[config.mk]
export PLATFORM = sky130hd
export DESIGN_NAME = dsc_sequencer
export DESIGN_NICKNAME = d
export VERILOG_FILES = /design/src/dsc_pkg.sv /design/src/dsc_sequencer.sv
export SDC_FILE = /design/constraint.sdc
export NUM_CORES = 1
export LEC_CHECK = 0
export ABC_CLOCK_PERIOD_IN_PS = 6400
export BUFFER_PORTS_ARGS = -buffer_cell sky130_fd_sc_hd__buf_2
export CAP_MARGIN = 20
export CORE_AREA = 2 2 335 271
export DETAILED_ROUTE_END_ITERATION = 10
export DIE_AREA = 0 0 337 273
export GPL_TIMING_DRIVEN = 1
export SKIP_LAST_GASP = 1
export SLEW_MARGIN = 20
export SYNTH_ARGS = -nofsm -noshare
export SYNTH_HDL_FRONTEND = slang
export SYNTH_SLANG_ARGS = --single-unit
[constraint.sdc]
create_clock -name clk -period 6.4 [get_ports clk]
set_input_delay 0.32 -clock clk [delete_from_list [all_inputs] [get_ports clk]]
set_output_delay 0.32 -clock clk [all_outputs]
set_load 0.05 [all_outputs]
[src/dsc_pkg.sv]
// Shared types and constants for the acquisition sequencer control block.
package dsc_pkg;

   localparam int          NUM_INSTR_DEF = 8;
   localparam logic [15:0] CFG_RESET     = 16'h0000;
   localparam logic [1:0]  SEL_INSTR     = 2'h0;
   localparam logic [1:0]  SEL_LIM1      = 2'h1;
   localparam logic [1:0]  SEL_LIM2      = 2'h2;
   // Soft reset counter value seen in the second cycle of the pulse.
   localparam logic [1:0]  RST_LAST      = 2'h1;
   localparam logic [5:0]  ACQ_BASE_HI   = 6'h09;
   localparam logic [5:0]  ACQ_BASE_LO   = 6'h02;
   localparam logic [21:0] TMR_MULT      = 22'h000020;
   localparam logic [21:0] TMR_ADD       = 22'h000002;
   localparam logic [3:0]  LOW_FILL      = 4'hE;

   typedef struct packed {
      logic [3:0] unused;
      logic       diag;
      logic       test;
      logic [1:0] ramSel;
      logic       syncDir;
      logic       azEach;
      logic       tagSign;
      logic       standby;
      logic       fullCal;
      logic       longAz;
      logic       softReset;
      logic       start;
   } dsc_cfg_s;

   typedef struct packed {
      logic [3:0] acqTime;
      logic       watchdog;
      logic       lowRes;
      logic       delay;
      logic       extSync;
      logic [2:0] negSel;
      logic [2:0] posSel;
      logic       pause;
      logic       loop;
   } dsc_instr_s;

   typedef struct packed {
      logic [5:0] unused;
      logic       above;
      logic       sign;
      logic [7:0] mag;
   } dsc_limit_s;

   typedef struct packed {
      logic        sel;
      logic [2:0]  addr;
      logic        wr;
      logic [15:0] data;
   } dsc_host_s;

   typedef struct packed {
      logic        done;
      logic        sign;
      logic [11:0] mag;
   } dsc_eng_s;

   typedef struct packed {
      logic        valid;
      logic [15:0] word;
   } dsc_result_s;

   typedef enum logic [2:0] {
      OP_CONV     = 3'b000,
      OP_COMPARE  = 3'b001,
      OP_SHORT_AZ = 3'b010,
      OP_LONG_AZ  = 3'b011,
      OP_FULL_CAL = 3'b100
   } dsc_op_e;

   typedef enum logic [3:0] {
      S_IDLE    = 4'b0000,
      S_CAL     = 4'b0001,
      S_FETCH   = 4'b0010,
      S_TIMER   = 4'b0011,
      S_PRE     = 4'b0100,
      S_AZ      = 4'b0101,
      S_ACQ     = 4'b0110,
      S_SYNC    = 4'b0111,
      S_CONV    = 4'b1000,
      S_STANDBY = 4'b1001
   } dsc_state_e;

endpackage : dsc_pkg

[src/dsc_sequencer.sv]
// Configuration, instruction memory and sequencer of the acquisition device.
`timescale 1ns/10ps
module dsc_sequencer #(
   parameter int NUM_INSTR = dsc_pkg::NUM_INSTR_DEF
) (
   input  wire logic                clk,
   input  wire logic                reset,
   input  wire dsc_pkg::dsc_host_s  hostReq,
   output logic [15:0]              hostRdData,
   input  wire logic [15:0]         timerPreset,
   input  wire dsc_pkg::dsc_eng_s   engineAns,
   output logic                     engineReq,
   output dsc_pkg::dsc_op_e         engineOp,
   output logic                     engineLowRes,
   output logic [2:0]               posSel,
   output logic [2:0]               negSel,
   output logic                     sampleHold,
   input  wire logic                syncIn,
   output logic                     syncOut,
   output logic                     syncOe,
   output dsc_pkg::dsc_result_s     result,
   output logic                     limitEvent,
   output logic                     clearAll,
   output logic                     standbyMode,
   output logic [2:0]               instrNum
);

   // The tag field and the pointer are three bits wide.
   if (NUM_INSTR < 1 || NUM_INSTR > 8) begin : g_bad_depth
      $error("NUM_INSTR must lie between 1 and 8");
   end

   logic [15:0]         instrMem [NUM_INSTR];
   logic [15:0]         lim1Mem  [NUM_INSTR];
   logic [15:0]         lim2Mem  [NUM_INSTR];
   dsc_pkg::dsc_cfg_s   cfg_q, cfg_d;
   logic [1:0]          rstCnt_q, rstCnt_d;
   logic                prevStandby_q;
   dsc_pkg::dsc_state_e state_q, state_d;
   logic [2:0]          ptr_q, ptr_d;
   logic [21:0]         cnt_q, cnt_d;
   dsc_pkg::dsc_instr_s cur_q, cur_d;
   dsc_pkg::dsc_op_e    op_q, op_d;
   logic                pauseSkip_q, pauseSkip_d;
   dsc_pkg::dsc_result_s result_q, result_d;
   logic                event_q, event_d;
   logic                syncOut_q, syncOut_d;
   logic [15:0]         rd_q, rd_d;
   logic                sync1_q, sync2_q, sync3_q;

   // Host decode.
   wire                 addrOk   = 32'(hostReq.addr) < NUM_INSTR;
   wire                 cfgWrite = hostReq.wr && !hostReq.sel;
   wire                 ramWrite = hostReq.wr && hostReq.sel && addrOk;
   wire                 wrInstr  = ramWrite
                                   && cfg_q.ramSel == dsc_pkg::SEL_INSTR;
   wire                 wrLim1   = ramWrite
                                   && cfg_q.ramSel == dsc_pkg::SEL_LIM1;
   wire                 wrLim2   = ramWrite
                                   && cfg_q.ramSel == dsc_pkg::SEL_LIM2;
   wire                 hostSetsReset = cfgWrite && hostReq.data[1];
   wire                 standbyExit   = prevStandby_q && !cfg_q.standby;

   // Sequencer view of memory.
   wire dsc_pkg::dsc_instr_s fetched = instrMem[ptr_q];
   wire dsc_pkg::dsc_limit_s limA    = lim1Mem[ptr_q];
   wire dsc_pkg::dsc_limit_s limB    = lim2Mem[ptr_q];
   wire                 pauseHit = state_q == dsc_pkg::S_FETCH
                                   && fetched.pause && !pauseSkip_q;
   wire                 engDone  = engineAns.done && engineReq;
   wire                 calDone  = state_q == dsc_pkg::S_CAL && engDone;
   wire                 lastSlot = 32'(ptr_q) == NUM_INSTR - 1;
   wire [2:0]           ptrNext  = (cur_q.loop || lastSlot) ? 3'h0
                                   : ptr_q + 3'h1;
   wire [5:0]           acqLen   = 6'({cur_q.acqTime, 1'b0})
                                   + (cur_q.lowRes ? dsc_pkg::ACQ_BASE_LO
                                      : dsc_pkg::ACQ_BASE_HI);
   wire [21:0]          tmrLen   = 22'(22'(fetched.delay ? timerPreset
                                   : 16'h0000) * dsc_pkg::TMR_MULT
                                   + dsc_pkg::TMR_ADD);
   wire                 syncRise = sync2_q && !sync3_q;

   function automatic logic signed [9:0] smVal(input logic s,
                                               input logic [7:0] m);
      smVal = s ? -$signed({2'h0, m}) : $signed({2'h0, m});
   endfunction : smVal

   function automatic logic crossed(input logic signed [9:0] v,
                                    input dsc_pkg::dsc_limit_s l);
      crossed = l.above ? v > smVal(l.sign, l.mag)
                : v < smVal(l.sign, l.mag);
   endfunction : crossed

   wire signed [9:0]    inVal = smVal(engineAns.sign, engineAns.mag[11:4]);
   wire [2:0]           tag   = cfg_q.tagSign ? {3{engineAns.sign}}
                                : ptr_q;
   wire [11:0]          body  = cur_q.lowRes
                                ? {engineAns.mag[11:4], dsc_pkg::LOW_FILL}
                                : engineAns.mag;

   // Configuration register next value.
   always_comb begin
      cfg_d    = cfg_q;
      rstCnt_d = 2'h0;
      if (pauseHit) cfg_d.start = 1'b0;
      if (calDone && op_q == dsc_pkg::OP_FULL_CAL) cfg_d.fullCal = 1'b0;
      if (calDone && op_q == dsc_pkg::OP_LONG_AZ) cfg_d.longAz = 1'b0;
      if (cfgWrite) cfg_d = hostReq.data;
      if (standbyExit) cfg_d.softReset = 1'b1;
      if (cfg_q.softReset) begin
         rstCnt_d    = rstCnt_q + 2'h1;
         cfg_d.start = 1'b0;
         if (rstCnt_q == dsc_pkg::RST_LAST && !hostSetsReset) begin
            cfg_d.softReset = 1'b0;
         end else begin
            // A host write of zero must not cut the pulse short.
            cfg_d.softReset = 1'b1;
         end
      end
   end

   // Sequencer next state.
   always_comb begin
      state_d     = state_q;
      ptr_d       = ptr_q;
      cnt_d       = cnt_q;
      cur_d       = cur_q;
      op_d        = op_q;
      pauseSkip_d = pauseSkip_q;
      result_d    = '0;
      event_d     = 1'b0;
      syncOut_d   = 1'b0;
      case (state_q)
         dsc_pkg::S_IDLE: begin
            if (cfg_q.fullCal) begin
               op_d    = dsc_pkg::OP_FULL_CAL;
               state_d = dsc_pkg::S_CAL;
            end else if (cfg_q.longAz) begin
               op_d    = dsc_pkg::OP_LONG_AZ;
               state_d = dsc_pkg::S_CAL;
            end else if (cfg_q.start) begin
               state_d = dsc_pkg::S_FETCH;
            end
         end
         dsc_pkg::S_CAL: begin
            if (engDone) state_d = dsc_pkg::S_IDLE;
         end
         dsc_pkg::S_FETCH: begin
            if (pauseHit) begin
               // The resumed run must not trip on the same pause again.
               pauseSkip_d = 1'b1;
               state_d     = dsc_pkg::S_IDLE;
            end else begin
               pauseSkip_d = 1'b0;
               cur_d       = fetched;
               cnt_d       = tmrLen;
               state_d     = fetched.delay ? dsc_pkg::S_TIMER
                             : dsc_pkg::S_PRE;
            end
         end
         dsc_pkg::S_TIMER: begin
            cnt_d = cnt_q - 22'h000001;
            if (cnt_q <= 22'h000001) state_d = dsc_pkg::S_PRE;
         end
         dsc_pkg::S_PRE: begin
            cnt_d = {16'h0000, acqLen};
            if (cfg_q.azEach) begin
               op_d    = dsc_pkg::OP_SHORT_AZ;
               state_d = dsc_pkg::S_AZ;
            end else begin
               state_d = dsc_pkg::S_ACQ;
            end
         end
         dsc_pkg::S_AZ: begin
            if (engDone) state_d = dsc_pkg::S_ACQ;
         end
         dsc_pkg::S_ACQ: begin
            cnt_d = cnt_q - 22'h000001;
            op_d  = cur_q.watchdog ? dsc_pkg::OP_COMPARE
                    : dsc_pkg::OP_CONV;
            if (cnt_q <= 22'h000001) begin
               state_d = cur_q.extSync ? dsc_pkg::S_SYNC
                         : dsc_pkg::S_CONV;
            end
         end
         dsc_pkg::S_SYNC: begin
            // Only an input pin can deliver the edge; as an output the
            // device paces itself rather than hang.
            if (syncRise || cfg_q.syncDir) begin
               state_d   = dsc_pkg::S_CONV;
               syncOut_d = cfg_q.syncDir;
            end
         end
         dsc_pkg::S_CONV: begin
            if (engDone) begin
               if (cur_q.watchdog) begin
                  event_d = crossed(inVal, limA)
                            || crossed(inVal, limB);
               end else begin
                  result_d.valid = 1'b1;
                  result_d.word  = {tag, engineAns.sign, body};
               end
               ptr_d   = ptrNext;
               state_d = dsc_pkg::S_IDLE;
            end
         end
         dsc_pkg::S_STANDBY: begin
            if (!cfg_q.standby) state_d = dsc_pkg::S_IDLE;
         end
         default: state_d = dsc_pkg::S_IDLE;
      endcase
      if (cfg_q.softReset) begin
         state_d     = dsc_pkg::S_IDLE;
         ptr_d       = 3'h0;
         pauseSkip_d = 1'b0;
      end
      if (cfg_q.standby) state_d = dsc_pkg::S_STANDBY;
   end

   // Host read path; memories answer in standby too.
   always_comb begin
      rd_d = 16'h0000;
      if (!hostReq.sel) begin
         rd_d = cfg_q;
      end else if (addrOk) begin
         case (cfg_q.ramSel)
            dsc_pkg::SEL_INSTR: rd_d = instrMem[hostReq.addr];
            dsc_pkg::SEL_LIM1:  rd_d = lim1Mem[hostReq.addr];
            dsc_pkg::SEL_LIM2:  rd_d = lim2Mem[hostReq.addr];
            default:            rd_d = 16'h0000;
         endcase
      end
   end

   always_ff @(posedge clk) begin
      if (wrInstr) instrMem[hostReq.addr] <= hostReq.data;
      if (wrLim1) lim1Mem[hostReq.addr] <= hostReq.data;
      if (wrLim2) lim2Mem[hostReq.addr] <= hostReq.data;
   end

   always_ff @(posedge clk) begin
      sync1_q <= syncIn;
      sync2_q <= sync1_q;
      sync3_q <= sync2_q;
   end

   always_ff @(posedge clk) begin
      if (reset) begin
         cfg_q         <= dsc_pkg::CFG_RESET;
         rstCnt_q      <= 2'h0;
         prevStandby_q <= 1'b0;
         rd_q          <= 16'h0000;
      end else begin
         cfg_q         <= cfg_d;
         rstCnt_q      <= rstCnt_d;
         prevStandby_q <= cfg_q.standby;
         rd_q          <= rd_d;
      end
   end

   always_ff @(posedge clk) begin
      if (reset) begin
         state_q     <= dsc_pkg::S_IDLE;
         ptr_q       <= 3'h0;
         cnt_q       <= 22'h000000;
         cur_q       <= '0;
         op_q        <= dsc_pkg::OP_CONV;
         pauseSkip_q <= 1'b0;
         result_q    <= '0;
         event_q     <= 1'b0;
         syncOut_q   <= 1'b0;
      end else begin
         state_q     <= state_d;
         ptr_q       <= ptr_d;
         cnt_q       <= cnt_d;
         cur_q       <= cur_d;
         op_q        <= op_d;
         pauseSkip_q <= pauseSkip_d;
         result_q    <= result_d;
         event_q     <= event_d;
         syncOut_q   <= syncOut_d;
      end
   end

   assign hostRdData   = rd_q;
   assign engineReq    = state_q == dsc_pkg::S_CAL
                         || state_q == dsc_pkg::S_AZ
                         || state_q == dsc_pkg::S_CONV;
   assign engineOp     = op_q;
   assign engineLowRes = cur_q.lowRes;
   assign posSel       = cur_q.posSel;
   assign negSel       = cur_q.negSel;
   assign sampleHold   = state_q == dsc_pkg::S_ACQ
                         || state_q == dsc_pkg::S_SYNC;
   assign syncOut      = syncOut_q;
   assign syncOe       = cfg_q.syncDir;
   assign result       = result_q;
   assign limitEvent   = event_q;
   assign clearAll     = cfg_q.softReset;
   assign standbyMode  = cfg_q.standby;
   assign instrNum     = ptr_q;
endmodule : dsc_sequencer

==> impl_metrics.csv <==
group,metric,value,unit
sta,fmax,244,MHz
die,initial_core_util,0.249,
sta,slew_headroom,0.200,
logic_synthesis,ys_top_cells_by_area,"edfxtp_1 52%, dfxtp_1 9.7%, mux4_2 7.9%, a22oi_1 5.3%, mux2i_1 2.8%",
sta,min_period,4.11,ns
clocking,cts_tree,"done",
layout,layout_commonest_cell,"edfxtp_1",
logic_synthesis,synth.avg_cell_area,13.8,um2
worst_setup_path,cp_data_required_time,6.92,ns
placement,post-place-ws,2.26,ns
logic_synthesis,syn-num-nets,1687,
logic_synthesis,ys_seq_area_frac,0.620,
worst_setup_path,cp-start-kind,"flip-flop",
logic_synthesis,synth-edff-count,384,
pwr,total_power,0.00809,W
layout,post-route-util,0.292,
sta,fin_ws,2.29,ns
sta,skew,0.0341,ns
clocking,cts_buffers,49,
die,placementRows,98,
logic_synthesis,netlist_area,22000,um2
clocking,cts_root_buf,"clkbuf_16",
logic_synthesis,synth.top_cell.area_share,0.523,
drt,antenna_left,0,
worst_setup_path,crit_fanout,39,
layout,drive_above_1_share,0.215,
hold_path,hold_class,"input port to flip-flop",
layout,nNetsFinal,1795,
clocking,clock_latency,0.62,ns
drt,firstDrtPassIters,6,
logic_synthesis,ys_ff_latch,491,
clocking,cts-htree-levels,2,
grt,grt_overflow,0,
logic_synthesis,ys_warn_count,0,
placement,port_buffers,106,
placement,hpwl,45700,um
status,outcome,"finished, final reports clean",
worst_setup_path,worstSetupPathType,"flip-flop to flip-flop",
sta,hold_ws,0.0771,ns
die,die_w,337,um
clocking,clk_pin_slew_worst_paths,0.07,ns
pwr,power_leakage,8.34,nW
logic_synthesis,ys_async_sr_fraction,0,
grt,track_usage,0.149,
placement,gp_congestion,0.873,
logic_synthesis,ys_types,78,
drt,vias,15600,
drt,wl_per_cell,23.8,um
job,drv_cap,0,
sta,fin_tns_setup,0,ns
die,die_y,273,um
clocking,clock_path_buffers,3,
logic_synthesis,synth-main-ff-cell,"edfxtp_1",
drt,routed_via_density,5.27,
logic_synthesis,synth_top_area_cell,"edfxtp_1",
die,coreArea,88700,um2
worst_setup_path,endpoint_kind,"flip-flop",
layout,layout_common_cells,"384 x edfxtp_1, 155 x a22oi_1, 106 x buf_2",
worst_setup_path,arrival,4.63,ns
drt,drt_iter0_markers,2075,
sta,fin_crit_sh,0.641,
die,die_area,92000,um2
clocking,numClockSinks,491,
grt,grt_pass1_vias,15100,
sta,grt_setup_unrepaired,"no",
sta,hold_violations,0,
drt,totalWireLength,70400,um
grt,grt_max_degree,61,
logic_synthesis,synthCells,1602,
grt,antenna_found_initial,12,
grt,grt_pass1_wl,102000,um
die,ioPinCount,107,
drt,drc,0,
sta,final-setup-viol-count,0,
layout,diodes,0,
clocking,post_cts_buffers,0,
pwr,power_density,313,nW/um2
layout,area_growth_syn_to_layout,17.4,%
pwr,vdd_drop_max,0.181,mV
sta,tightest_slew,1.19,ns
sta,slew_violations,0,
==> repair_timing <==
item / CTS / global route
hold endpoints to repair: 12 / 0
hold buffers: 12 / 0
gates resized for setup: 0 / 0
==> state kept, by name, summed over array words and instances, names as in the netlist, 7 cells and up, named ones only <==
| register | count |
|---|---|
| hostRdData | 16 |
| cnt_q | 22 |
| instrMem | 128 |
| result | 17 |
| lim1Mem | 128 |
| cur_q | 7 |
| cfg_q | 13 |
| lim2Mem | 128 |
==> worst paths after layout <==
kind | from | endpoint | slack, ns | cells after the start
setup / recovery | flip-flop | limitEvent | 2.29 | 13
hold / removal | timerPreset[10] | cnt_q[15] | 0.08 | 3
setup reg to reg | flip-flop | limitEvent | 2.29 | 13
hold reg to reg | sync1_q | sync2_q | 0.34 | 0
==> kinds of logic after synthesis <==
logic type               count (synthesis)  share of synthesized area
AO/OA/AOI/OAI                          388                      0.125
XOR/XNOR                                24                    0.00954
adder cells (fa/ha/maj)                 31                     0.0176
buffers and inverters                  128                     0.0248
flip-flops                             491                      0.620
multiplexers                           163                      0.119
AND/OR/NAND/NOR                        377                     0.0838
==> area by class of cell <==
type	instances	area, um2
inverter	21	78.8
tap	1200	1500
clock buffer	64	1360
clock inverter	28	327
sequential	491	13700
timing repair buffer	164	996
multi-input combinational	983	7930
fill	8810	62800
==> layer usage <==
layer | part of all wire | global-route usage
met4 | 0.030 | 0.0475
met1 | 0.42 | 0.207
met5 | 0.00098 | 0
met2 | 0.44 | 0.228
met3 | 0.10 | 0.0334
==> cell usage after synthesis, drive strengths merged, types with 10 or more instances <==
cell / instances
inv: 21
nor2: 124
mux4: 77
nor3: 26
mux2: 24
nor2b: 15
o21ai: 47
ha: 31
edfxtp: 384
a21oi: 62
dfxtp: 107
nand2b: 16
xor2: 14
o211ai: 10
and2: 13
nand4: 34
a31oi: 15
nand3: 15
xnor2: 10
a22oi: 155
nand2: 90
a211oi: 19
clkbuf: 66
buf: 41
a221oi: 10
a22o: 10
mux2i: 62
==> metrics by stage <==
stage               std cells  cell area [um2]
floorplan                1602            22000
global placement         2847            24100
detailed placement       2847            24100
CTS                      2951            25900
global route             2951            25900
finish                   2951            25900
==> report_power, final <==
part / switching, W / internal [W]
sequential: 0.000128 / 0.00353
clock: 0.00128 / 0.00171
combinational: 0.000939 / 0.000501
total: 0.00234 / 0.00575
==> worst max-delay path: stages, from the launching register on <==
cell	delay (ns)
dfxtp_4	0.85
buf_4	0.38
mux4_2	0.52
mux2i_1	0.28
and2_1	0.19
nand2_1	0.09
o31ai_1	0.32
xnor2_1	0.12
ha_1	0.32
o21ai_0	0.10
o21ai_0	0.19
a2bb2oi_1	0.11
or3_1	0.31
a31oi_1	0.21
Note: power is estimated with default switching activity, not from simulation.
